### config.mk
export PLATFORM = sky130hd
export DESIGN_NAME = winchester_drive_control_interface
export DESIGN_NICKNAME = d
export VERILOG_FILES = /design/src/core/disk_iface_pkg.sv /design/src/core/pin_sync.sv /design/src/core/winchester_drive_control_interface.sv
export SDC_FILE = /design/constraint.sdc
export NUM_CORES = 1
export LEC_CHECK = 0
export BUFFER_PORTS_ARGS = -buffer_cell sky130_fd_sc_hd__buf_4
export CAP_MARGIN = 20
export CORE_MARGIN = 4
export CORE_UTILIZATION = 60
export DETAILED_ROUTE_END_ITERATION = 8
export HOLD_SLACK_MARGIN = 0.05
export PLACE_DENSITY = 0.78
export SLEW_MARGIN = 0
export SYNTH_ARGS = -nofsm -noshare
export SYNTH_HDL_FRONTEND = slang
export SYNTH_SLANG_ARGS = --single-unit
### constraint.sdc
create_clock -name mclk -period 8.62 [get_ports mclk]
set_clock_uncertainty 0.1 [all_clocks]
set_input_delay 0.431 -clock mclk [delete_from_list [all_inputs] [get_ports mclk]]
set_output_delay 0.431 -clock mclk [all_outputs]
set_load 0.05 [all_outputs]
### src/core/disk_iface_pkg.sv
package disk_iface_pkg;
  // ************************************************************
  // geometry and timing
  // ************************************************************
  localparam int unsigned CLK_MHZ = 100;
  localparam int unsigned SETTLE_US = 10;
  localparam int unsigned SETTLE_CYC = SETTLE_US * CLK_MHZ;
  localparam int unsigned REV_US = 16667;
  localparam int unsigned REV_CYC = REV_US * CLK_MHZ;
  localparam int unsigned INDEX_US = 2;
  localparam int unsigned INDEX_CYC = INDEX_US * CLK_MHZ;
  localparam int unsigned TRACKS = 615;
  localparam int unsigned TRK_W = 10;
  localparam int unsigned SEL_LINES = 4;
  localparam logic [TRK_W-1:0] TRACK_ZERO = 10'h000;

  // ************************************************************
  // carriers
  // ************************************************************
  typedef struct packed {
    logic writeGate;
    logic reducedCurrent;
    logic flux;
  } wr_cmd_t;

  typedef struct packed {
    logic seekDone;
    logic atTrackZero;
    logic fault;
    logic index;
    logic selected;
  } drv_stat_t;

  typedef enum logic [1:0] {
    HEAD_IDLE = 2'b00,
    HEAD_SETTLE = 2'b01,
    HEAD_FAULT = 2'b10
  } head_state_t;
endpackage

### src/core/pin_sync.sv
`timescale 1ns/10ps
`default_nettype none
module pin_sync #(
  parameter int unsigned WIDTH = 1,
  parameter logic [WIDTH-1:0] INIT = '0
) (
  input wire logic mclk,
  input wire logic nrst,
  input wire logic [WIDTH-1:0] din,
  output logic [WIDTH-1:0] dout
);
  logic [WIDTH-1:0] meta_r;

  always_ff @(posedge mclk or negedge nrst) begin
    if (!nrst) begin
      meta_r <= INIT;
      dout <= INIT;
    end else begin
      meta_r <= din;
      dout <= meta_r;
    end
  end
endmodule // pin_sync
`default_nettype wire

### src/core/winchester_drive_control_interface.sv
`timescale 1ns/10ps
`default_nettype none
// What this block does
// - reduced current applies only while writing
// - write path when gate low, else read
// - direction low steps inward, else outward
// - one track per step rising edge
// - respond only to strapped select line
// - seek complete after heads settle
// - track zero flag at outermost track
// - fault drives output low, blocks write/step
// - index pulse once per revolution
// - selected status low while selected
// - read flux as differential pulse pair
// - write flux on true-over-complement edge
module winchester_drive_control_interface #(
  parameter int unsigned SETTLE_CYCLES = disk_iface_pkg::SETTLE_CYC,
  parameter int unsigned REV_CYCLES = disk_iface_pkg::REV_CYC,
  parameter int unsigned INDEX_CYCLES = disk_iface_pkg::INDEX_CYC,
  parameter int unsigned NUM_TRACKS = disk_iface_pkg::TRACKS
) (
  input wire logic mclk,
  input wire logic nrst,
  input wire logic [1:0] strapSel,
  input wire logic unit_pick_1_n,
  input wire logic unit_pick_2_n,
  input wire logic unit_pick_3_n,
  input wire logic unit_pick_4_n,
  input wire logic writeGate_n,
  input wire logic reducedCurrent_n,
  input wire logic dirIn_n,
  input wire logic step_n,
  input wire logic wr_flux_p,
  input wire logic wr_flux_n,
  input wire logic faultDetect,
  input wire logic faultClear,
  input wire logic headFlux,
  output logic seekDone_n,
  output logic outer_track_n,
  output logic writeFault_n,
  output logic index_n,
  output logic selected_n,
  output logic rd_flux_p,
  output logic rd_flux_n,
  output logic writeEnable,
  output logic readEnable,
  output logic reducedWrite,
  output logic fluxReverse,
  output logic [disk_iface_pkg::TRK_W-1:0] track
);
  import disk_iface_pkg::*;

  // ************************************************************
  // pin synchronisers
  // ************************************************************
  localparam int unsigned NSYNC = 13;
  logic [NSYNC-1:0] rawIn;
  logic [NSYNC-1:0] syncIn;
  assign rawIn = {unit_pick_1_n, unit_pick_2_n, unit_pick_3_n,
                  unit_pick_4_n, writeGate_n, reducedCurrent_n, dirIn_n,
                  step_n, wr_flux_p, wr_flux_n, faultDetect, faultClear,
                  headFlux};

  // idle levels: active-low pins and wr_flux_n high, wr_flux_p, faults and head flux low
  pin_sync #(.WIDTH(NSYNC), .INIT(13'h1fe8)) u_sync (
    .mclk(mclk),
    .nrst(nrst),
    .din(rawIn),
    .dout(syncIn)
  );

  logic [SEL_LINES-1:0] pickN;
  logic wgN;
  logic rcN;
  logic dirN;
  logic stepN;
  logic wfP;
  logic wfN;
  logic fltDet;
  logic fltClr;
  logic hdFlux;
  assign pickN = syncIn[12:9];
  assign wgN = syncIn[8];
  assign rcN = syncIn[7];
  assign dirN = syncIn[6];
  assign stepN = syncIn[5];
  assign wfP = syncIn[4];
  assign wfN = syncIn[3];
  assign fltDet = syncIn[2];
  assign fltClr = syncIn[1];
  assign hdFlux = syncIn[0];

  // ************************************************************
  // selection
  // ************************************************************
  // the strap is a pin too, so it passes two flops before use
  logic [1:0] strapSync;
  pin_sync #(.WIDTH(2), .INIT(2'h0)) u_strap (
    .mclk(mclk),
    .nrst(nrst),
    .din(strapSel),
    .dout(strapSync)
  );

  // strap frozen once the synchroniser has filled after reset
  logic [1:0] warm_r;
  logic [1:0] strap_r;
  logic strapTaken_r;
  always_ff @(posedge mclk or negedge nrst) begin
    if (!nrst) begin
      warm_r <= 2'h0;
      strap_r <= 2'h0;
      strapTaken_r <= 1'b0;
    end else begin
      warm_r <= {warm_r[0], 1'b1};
      if (warm_r[1] && !strapTaken_r) begin
        strap_r <= strapSync;
        strapTaken_r <= 1'b1;
      end
    end
  end

  // pickN[3] is line 1 ... pickN[0] is line 4
  logic [SEL_LINES-1:0] lineHit;
  for (genvar i = 0; i < SEL_LINES; i++) begin : g_line
    assign lineHit[i] = ~pickN[SEL_LINES-1-i] & (strap_r == 2'(i));
  end
  logic selected;
  assign selected = strapTaken_r & (|lineHit);

  // ************************************************************
  // step edge and fault
  // ************************************************************
  logic stepPrev_r;
  logic wfDiffPrev_r;
  logic hdPrev_r;
  logic faultLatched_r;
  head_state_t state_r, state_nxt;
  logic stepRise;
  logic stepTake;
  assign stepRise = stepN & ~stepPrev_r;
  // inputs other than the fault lines ignored unless selected; stepping blocked under fault
  assign stepTake = stepRise & selected & ~faultLatched_r
                    & (state_r != HEAD_FAULT);

  always_ff @(posedge mclk or negedge nrst) begin
    if (!nrst) begin
      stepPrev_r <= 1'b1;
      faultLatched_r <= 1'b0;
    end else begin
      stepPrev_r <= stepN;
      // detection wins over a clear in the same cycle
      faultLatched_r <= fltDet | (faultLatched_r & ~fltClr);
    end
  end

  // ************************************************************
  // head position and settle
  // ************************************************************
  localparam int unsigned SC_W = $clog2(SETTLE_CYCLES + 1);
  localparam logic [TRK_W-1:0] TRACK_MAX = TRK_W'(NUM_TRACKS - 1);
  logic [SC_W-1:0] settle_r, settle_nxt;
  logic [TRK_W-1:0] track_r, track_nxt;
  logic inward;
  assign inward = ~dirN;

  always_comb begin
    state_nxt = state_r;
    settle_nxt = settle_r;
    track_nxt = track_r;
    case (state_r)
      HEAD_IDLE, HEAD_SETTLE: begin
        if (faultLatched_r) begin
          state_nxt = HEAD_FAULT;
        end else if (stepTake) begin
          // one track per edge, clamped at the ends of the stroke
          if (inward && track_r != TRACK_MAX) begin
            track_nxt = track_r + 1'b1;
          end else if (!inward && track_r != TRACK_ZERO) begin
            track_nxt = track_r - 1'b1;
          end
          state_nxt = HEAD_SETTLE;
          settle_nxt = SC_W'(SETTLE_CYCLES - 1);
        end else if (state_r == HEAD_SETTLE) begin
          if (settle_r == '0) begin
            state_nxt = HEAD_IDLE;
          end else begin
            settle_nxt = settle_r - 1'b1;
          end
        end
      end
      HEAD_FAULT: begin
        if (!faultLatched_r) begin
          state_nxt = HEAD_SETTLE;
          settle_nxt = SC_W'(SETTLE_CYCLES - 1);
        end
      end
      default: state_nxt = HEAD_IDLE;
    endcase
  end

  always_ff @(posedge mclk or negedge nrst) begin
    if (!nrst) begin
      state_r <= HEAD_IDLE;
      settle_r <= '0;
      track_r <= TRACK_ZERO;
    end else begin
      state_r <= state_nxt;
      settle_r <= settle_nxt;
      track_r <= track_nxt;
    end
  end

  // ************************************************************
  // spindle index
  // ************************************************************
  localparam int unsigned RV_W = $clog2(REV_CYCLES);
  logic [RV_W-1:0] rev_r;
  always_ff @(posedge mclk or negedge nrst) begin
    if (!nrst) begin
      rev_r <= '0;
    end else if (rev_r == RV_W'(REV_CYCLES - 1)) begin
      rev_r <= '0;
    end else begin
      rev_r <= rev_r + 1'b1;
    end
  end
  logic indexPulse;
  // pulse sits at the end, so its falling edge starts the track
  assign indexPulse = rev_r >= RV_W'(REV_CYCLES - INDEX_CYCLES);

  // ************************************************************
  // read / write path
  // ************************************************************
  logic writing;
  logic wfDiff;
  logic wrFlux;
  logic hdEdge;
  // write blocked under fault or when not selected
  assign writing = selected & ~wgN & ~faultLatched_r;
  // a reversal is the true line rising above the complement
  assign wfDiff = wfP & ~wfN;
  assign wrFlux = writing & wfDiff & ~wfDiffPrev_r;
  // head pulses under one clock wide may be lost in the sync
  assign hdEdge = hdFlux & ~hdPrev_r;

  logic [1:0] rdPair_r;
  always_ff @(posedge mclk or negedge nrst) begin
    if (!nrst) begin
      wfDiffPrev_r <= 1'b0;
      hdPrev_r <= 1'b0;
      rdPair_r <= 2'b01;
    end else begin
      wfDiffPrev_r <= wfDiff;
      hdPrev_r <= hdFlux;
      // one-cycle true-high pulse per read flux transition
      if (selected && wgN && hdEdge) begin
        rdPair_r <= 2'b10;
      end else begin
        rdPair_r <= 2'b01;
      end
    end
  end

  // ************************************************************
  // outputs
  // ************************************************************
  drv_stat_t stat_r;
  wr_cmd_t wcmd_r;
  always_ff @(posedge mclk or negedge nrst) begin
    if (!nrst) begin
      stat_r <= '0;
      wcmd_r <= '0;
    end else begin
      stat_r.seekDone <= selected & (state_r == HEAD_IDLE);
      stat_r.atTrackZero <= selected & (track_r == TRACK_ZERO);
      stat_r.fault <= selected & faultLatched_r;
      stat_r.index <= selected & indexPulse;
      stat_r.selected <= selected;
      wcmd_r.writeGate <= writing;
      // reduced current only counts while the write gate is on
      wcmd_r.reducedCurrent <= writing & ~rcN;
      wcmd_r.flux <= wrFlux;
    end
  end

  assign seekDone_n = ~stat_r.seekDone;
  assign outer_track_n = ~stat_r.atTrackZero;
  assign writeFault_n = ~stat_r.fault;
  assign index_n = ~stat_r.index;
  assign selected_n = ~stat_r.selected;
  assign rd_flux_p = rdPair_r[1];
  assign rd_flux_n = rdPair_r[0];
  assign writeEnable = wcmd_r.writeGate;
  assign readEnable = ~wcmd_r.writeGate;
  assign reducedWrite = wcmd_r.reducedCurrent;
  assign fluxReverse = wcmd_r.flux;
  assign track = track_r;
endmodule // winchester_drive_control_interface
`default_nettype wire

; ---- Word-level counts from Yosys, hierarchy flattened
; Index checks and enable logic that the tools add are counted.
[totals]
elab_cells = 118
ff_bits = 92
[op_classes]
bitwise_logic = 41
n_lt_le_gt_ge = 1
n_mux = 16
eq_ne = 14
addsub = 4
n_reduce_logical = 18
[ops]
columns = cell, n
row1 = 10-bit two-way mux, 7
row2 = "21-bit by 1-bit adder with 21-bit output, second input constant", 1
row3 = 1-bit AND, 21
row4 = "21-bit == test, second input constant", 1
row5 = "21-bit greater-or-equal comparator, second input constant", 1
row6 = 21-bit two-way mux, 1
row7 = 10-bit logical NOT, 2
row8 = 10-bit case mux with 2 select lines, 1
row9 = "10-bit by 1-bit subtractor with 10-bit output, second input constant", 2
row10 = 1-bit NOT, 19
row11 = 2-bit two-way mux, 6
row12 = "10-bit by 1-bit adder with 10-bit output, second input constant", 1
row13 = "10-bit inequality test, second input constant", 1
row14 = 10-bit nonzero test, 1
row15 = "4-bit inequality test, second input constant", 2
row16 = "2-bit == test, second input constant", 3
row17 = "2-bit inequality test, second input constant", 3
row18 = "3-bit inequality test, second input constant", 2
row19 = 1-bit logical AND, 5
row20 = 5-bit AND reduction, 1
row21 = "2-bit by 1-bit == test with 1-bit output, second input constant", 2
row22 = 2-bit logical NOT, 2
row23 = 2-bit case mux with 2 select lines, 1
row24 = 4-bit AND reduction, 1
row25 = other kinds (6), 7

; ---- Logic depth before layout (Yosys ltp)
[depth]
ltp_word = 10
depth_mapped = 11
mapped_depth_nobuf = 11

; ---- By module
; Synthesis repeated with hierarchy kept, for this count alone.
[hier_totals]
cells_unflattened = 339
hier_area_um2 = 3878.7
[modules_own_cells]
columns = mod, instances, cells_each, area_per_inst_um2
row1 = winchester_drive_control_interface, 1, 309, 3105.5
row2 = pin_sync (u_sync), 1, 26, 673.1
row3 = pin_sync (u_strap), 1, 4, 100.1

; ---- Worst setup path after synthesis
; No wires, ideal clock.
[synth_path]
kind = register -> register
start = register track_r[3] (netlist: track[3])
end = register track_r[7] (netlist: track[7])
period_less_slack_ns = 3.388
setup_slack_ns = 5.232
t_required_ns = 8.395
n_path_buf = 0
setup_time_ns = 0.125
path_stages_with_launch = 11
arrival_ns = 3.163
cell_sequence = dfrtp_1 > or4_1 > nor4_1 > or2_2 > ha_1 > and3_1 > a2111o_1 > a21o_1 > a21oi_1 > xnor2_1 > mux2_2
[synth_via]
elab_chain_cells = 4
elab_cells_between_ends = 10
classes_between = 2 x add/sub / 1 x eq/ne / 2 x mux / 5 x reduce/logical
[synth_lines]
columns = element, line
row1 = "start, declared", winchester_drive_control_interface.sv:163  ; logic [TRK_W-1:0] track_r, track_nxt;
row2 = "start signal, assigned", winchester_drive_control_interface.sv:210  ; track_r <= track_nxt;
row3 = "parallel branches: the longest is 4 deep, another holds 10-bit by 1-bit subtractor with 10-bit output", n/a
; Parallel ways; which one is timed is not known. The select of a mux whose other input is x is not followed.
; A chain may end at the register's enable or synchronous reset.

; ---- Worst setup path in the final report
[layout_path]
start = register track_r[3] (netlist: track[3])
end = register track_r[9] (netlist: track[9])
; The elaborated chain is that of the path after synthesis.

==> summary.md <==
| Metric | Value |
|---|---|
| Final min period | `around 3.4 ns` |
| Syn_area_per_cell | `~12 sq um` |
| Dpl cell area | `around 4200 sq um` |
| WP data arrival | `around 3.5 ns` |
| First-pass GRT wire length | `~12000 um` |
| Peak supply drop | `roughly 0.24 mV` |
| Critical path's slowest cell | `or4_1` |
| Power Dens Cells | `approximately 250 nW/um^2` |
| RSZ-0062 raised after global routing | `no` |
| Drt total wl | `6825 um` |
| CTS tree | `built` |
| Total grt overflow | `0` |
| Starting Density | `~63%` |
| Hold Worst Slack | `approximately 0.077 ns` |
| Leading cell type in the layout, fill and taps excluded | `dfrtp_1` |
| Crit Path Max Fanout | `10` |
| Area Growth Syn to Fin | `18.12%` |
| DRT iter0 DRCs | `85` |
| Pin count of the biggest net entering global routing | `48` |
| Area of the core | `~6100 sq um` |
| Hold Crit Class | `primary input to flip-flop` |
| CP delay by family, top | `simple AND/OR/NAND/NOR gates` |
| Syn. warnings | `0` |
| Reg clk slew, reported paths | `roughly 0.1 ns` |
| Worst-Margin Slew | `roughly 1.0 ns` |
| Critical path buffer and inverter count | `0` |
| Vias per cell | `between 5 and 6` |
| Commonest non-fill, non-tap cells in the layout | `dfrtp_1, buf_4, nor2_1` |
| Max-Cap Viols | `0` |
| Final net count | `between 400 and 500` |
| Utilization after layout | `approximately three quarters` |
| Share of cells above drive strength 1 | `about a quarter` |
| Port Buffers | `37` |
| Multi-input logic area | `between 1000 and 1500 sq um` |
| Max Buffers Root-to-Sink | `2` |
| Die Area | `7780 sq um` |
| CP required | `8.76 ns` |
| Drt pass-1 iters | `4` |
| Hpwl dp | `roughly 4700 um` |
| Mapped Nets | `between 300 and 400` |
| Cts bufs inserted | `9` |
| Clock Tree Root | `clkbuf_8` |
| Aggregate global-route resource usage | `between 10% and 20%` |
| DIE HEIGHT | `between 80 and 90 um` |
| Total Power | `roughly 0.0011 W` |
| Initial antenna violation count | `0` |
| CP Launch Type | `flip-flop` |
| Clock sinks | `between 90 and 100` |
| Mapped cell area | `slightly below 4000 sq um` |
| Sequential-to-total area share from yosys stat | `between 60% and 70%` |
| Crit Path Category | `flip-flop to flip-flop` |
| Die width | `between 80 and 90 um` |
| Static leakage | `roughly 2 nW` |
| Ports | `38` |
| FFs w/ async S/R, synth | `100.0%` |
| Period utilization | `between 30% and 40%` |
| Final GP Congestion | `0.8378` |
| Slew Viols, Final | `0` |
| Reg area | `around 2300 sq um` |
| Vias in the first global route | `between 2000 and 3000` |
| DR vias | `roughly 2600` |
| WL/cell | `around 15 um` |
| Htree depth | `3` |
| Number of synthesized register bits | `92` |
| Ant. Diodes | `0` |
| Max_slew headroom | `between 20 and 30%` |
| Status | `completed` |
| Critical-path cell list | `or4_1 -> nor4_1 -> or2_2 -> ha_1 -> and3_1 -> a2111o_1 -> a211oi_1 -> nor3_1 -> nand3b_1 -> xnor2_1` |
| Yosys cell types | `48` |
| Worst Setup End Kind | `flip-flop` |
| Post-route cell area | `4559 sq um` |
| Fmax | `around 300 MHz` |
| Syn Inst Count | `321` |
| FILL cells | `roughly 430` |
| DRC viols | `0` |
| Num rows | `28` |
| Total negative slack | `0 ns` |
| ANT nets after route | `0` |
| Post-synth EDFFs | `0` |
| Setup violations, final | `0` |
| Primary FF master, synth | `dfrtp_1` |
| Final count of hold timing violations | `0` |
| Slowest cell delay on critical path | `0.55 ns` |
| Clk_lat worst skew | `0.36 ns` |
-- repair_timing --
action | 4_1_cts | 5_1_grt
hold buffers | 1 | 12
endpoints found under the hold margin | 42 | 12
gates resized for setup | 0 | 0
setup buffers | 0 | 0
-- cells in the mapped netlist, drive strengths merged (8+ instances only) --
cell / n / area [sq um]
nor3: 8 / 40.04
inv: 20 / 75.07
ha: 11 / 137.6
dfrtp: 72 / 1802
xor2: 12 / 105.1
xnor2: 17 / 148.9
nand2: 18 / 67.56
nand3: 14 / 70.07
a21oi: 8 / 40.04
o21ai: 13 / 65.06
dfstp: 20 / 525.5
mux2: 9 / 101.4
nor2: 23 / 86.33
nand4: 9 / 56.30
-- state kept, by name (all words and copies together) (netlist names) --
register        flops
rev_r              21
u_sync.dout        13
u_sync.meta_r      13
settle_r           10
track              10
stat_r              5
rdPair_r            2
state_r             2
strap_r             2
u_strap.dout        2
u_strap.meta_r      2
warm_r              2
faultLatched_r      1
fluxReverse         1
hdPrev_r            1
reducedWrite        1
stepPrev_r          1
strapTaken_r        1
wfDiffPrev_r        1
writeEnable         1
-- path summary, 6_finish.rpt --
| path | end | cells after the start | slack, ns | startpoint |
|---|---|---|---|---|
| worst min-delay path | u_sync.meta_r[1] | 1 | 0.08 | faultClear |
| worst min register to register | u_sync.dout[0] | 0 | 0.26 | u_sync.meta_r[0] |
| worst max register to register | track[9] | 10 | 5.26 | track[3] |
| worst max-delay path | track[9] | 10 | 5.26 | track[3] |
| max in group asynchronous | u_sync.meta_r[7] | 3 | 6.92 | nrst |
| min in group asynchronous | track[2] | 2 | 0.52 | nrst |
-- worst reg2reg max path, stage by stage (launching register included) --
cell and delay [ns]:
dfrtp_1 0.41, or4_1 0.56, nor4_1 0.21, or2_2 0.29, ha_1 0.32, and3_1 0.20, a2111o_1 0.46, a211oi_1 0.31
nor3_1 0.07, nand3b_1 0.17, xnor2_1 0.16
-- logic make-up (layout without fill, tap and decap cells) --
group	count (synthesis)	after routing	synth area share (%)
adders and majority gates	12	12	4.084
and+or+nand+nor	113	113	16.05
other	1	1	0.09715
AOI/OAI and AO/OA	40	40	7.164
DFF	92	92	60.29
xor gates and xnor gates	29	29	6.580
muxes	11	11	3.468
buffers and inverters	23	88	2.269
-- per-stage QoR --
stage	cells	setup slack (ns)
after floorplan	321	5.232
after global placement	432	5.328
after detailed placement	432	5.256
after CTS	449	5.249
after global routing	461	4.957
final	461	5.260
-- final cells by class --
class                   count  share of cell area (%)
flip-flops and latches     92                   51.04
clock buffers               9                   2.717
multi-input cells         206                   31.70
clock inverters             7                   1.564
inverters                  20                   1.647
repair buffers             52                   9.276
well taps                  75                   2.058
-- report_power, final --
part	leakage (nW)	internal [W]	total [W]	switching, W
Combinational	0.837	0.000139	0.000351	0.000212
Sequential	1.10	0.000476	0.000515	0.0000390
Clock	0.102	0.000115	0.000278	0.000163
-- routing by layer --
layer	routed length, um	GRT usage, %	share of wire [%]
met5	0	0	0
met4	63	5.907	0.92
met3	366	6.397	5.4
met2	3291	31.95	48
met1	3104	25.11	45
Note: power is estimated with default switching activity, not from simulation.
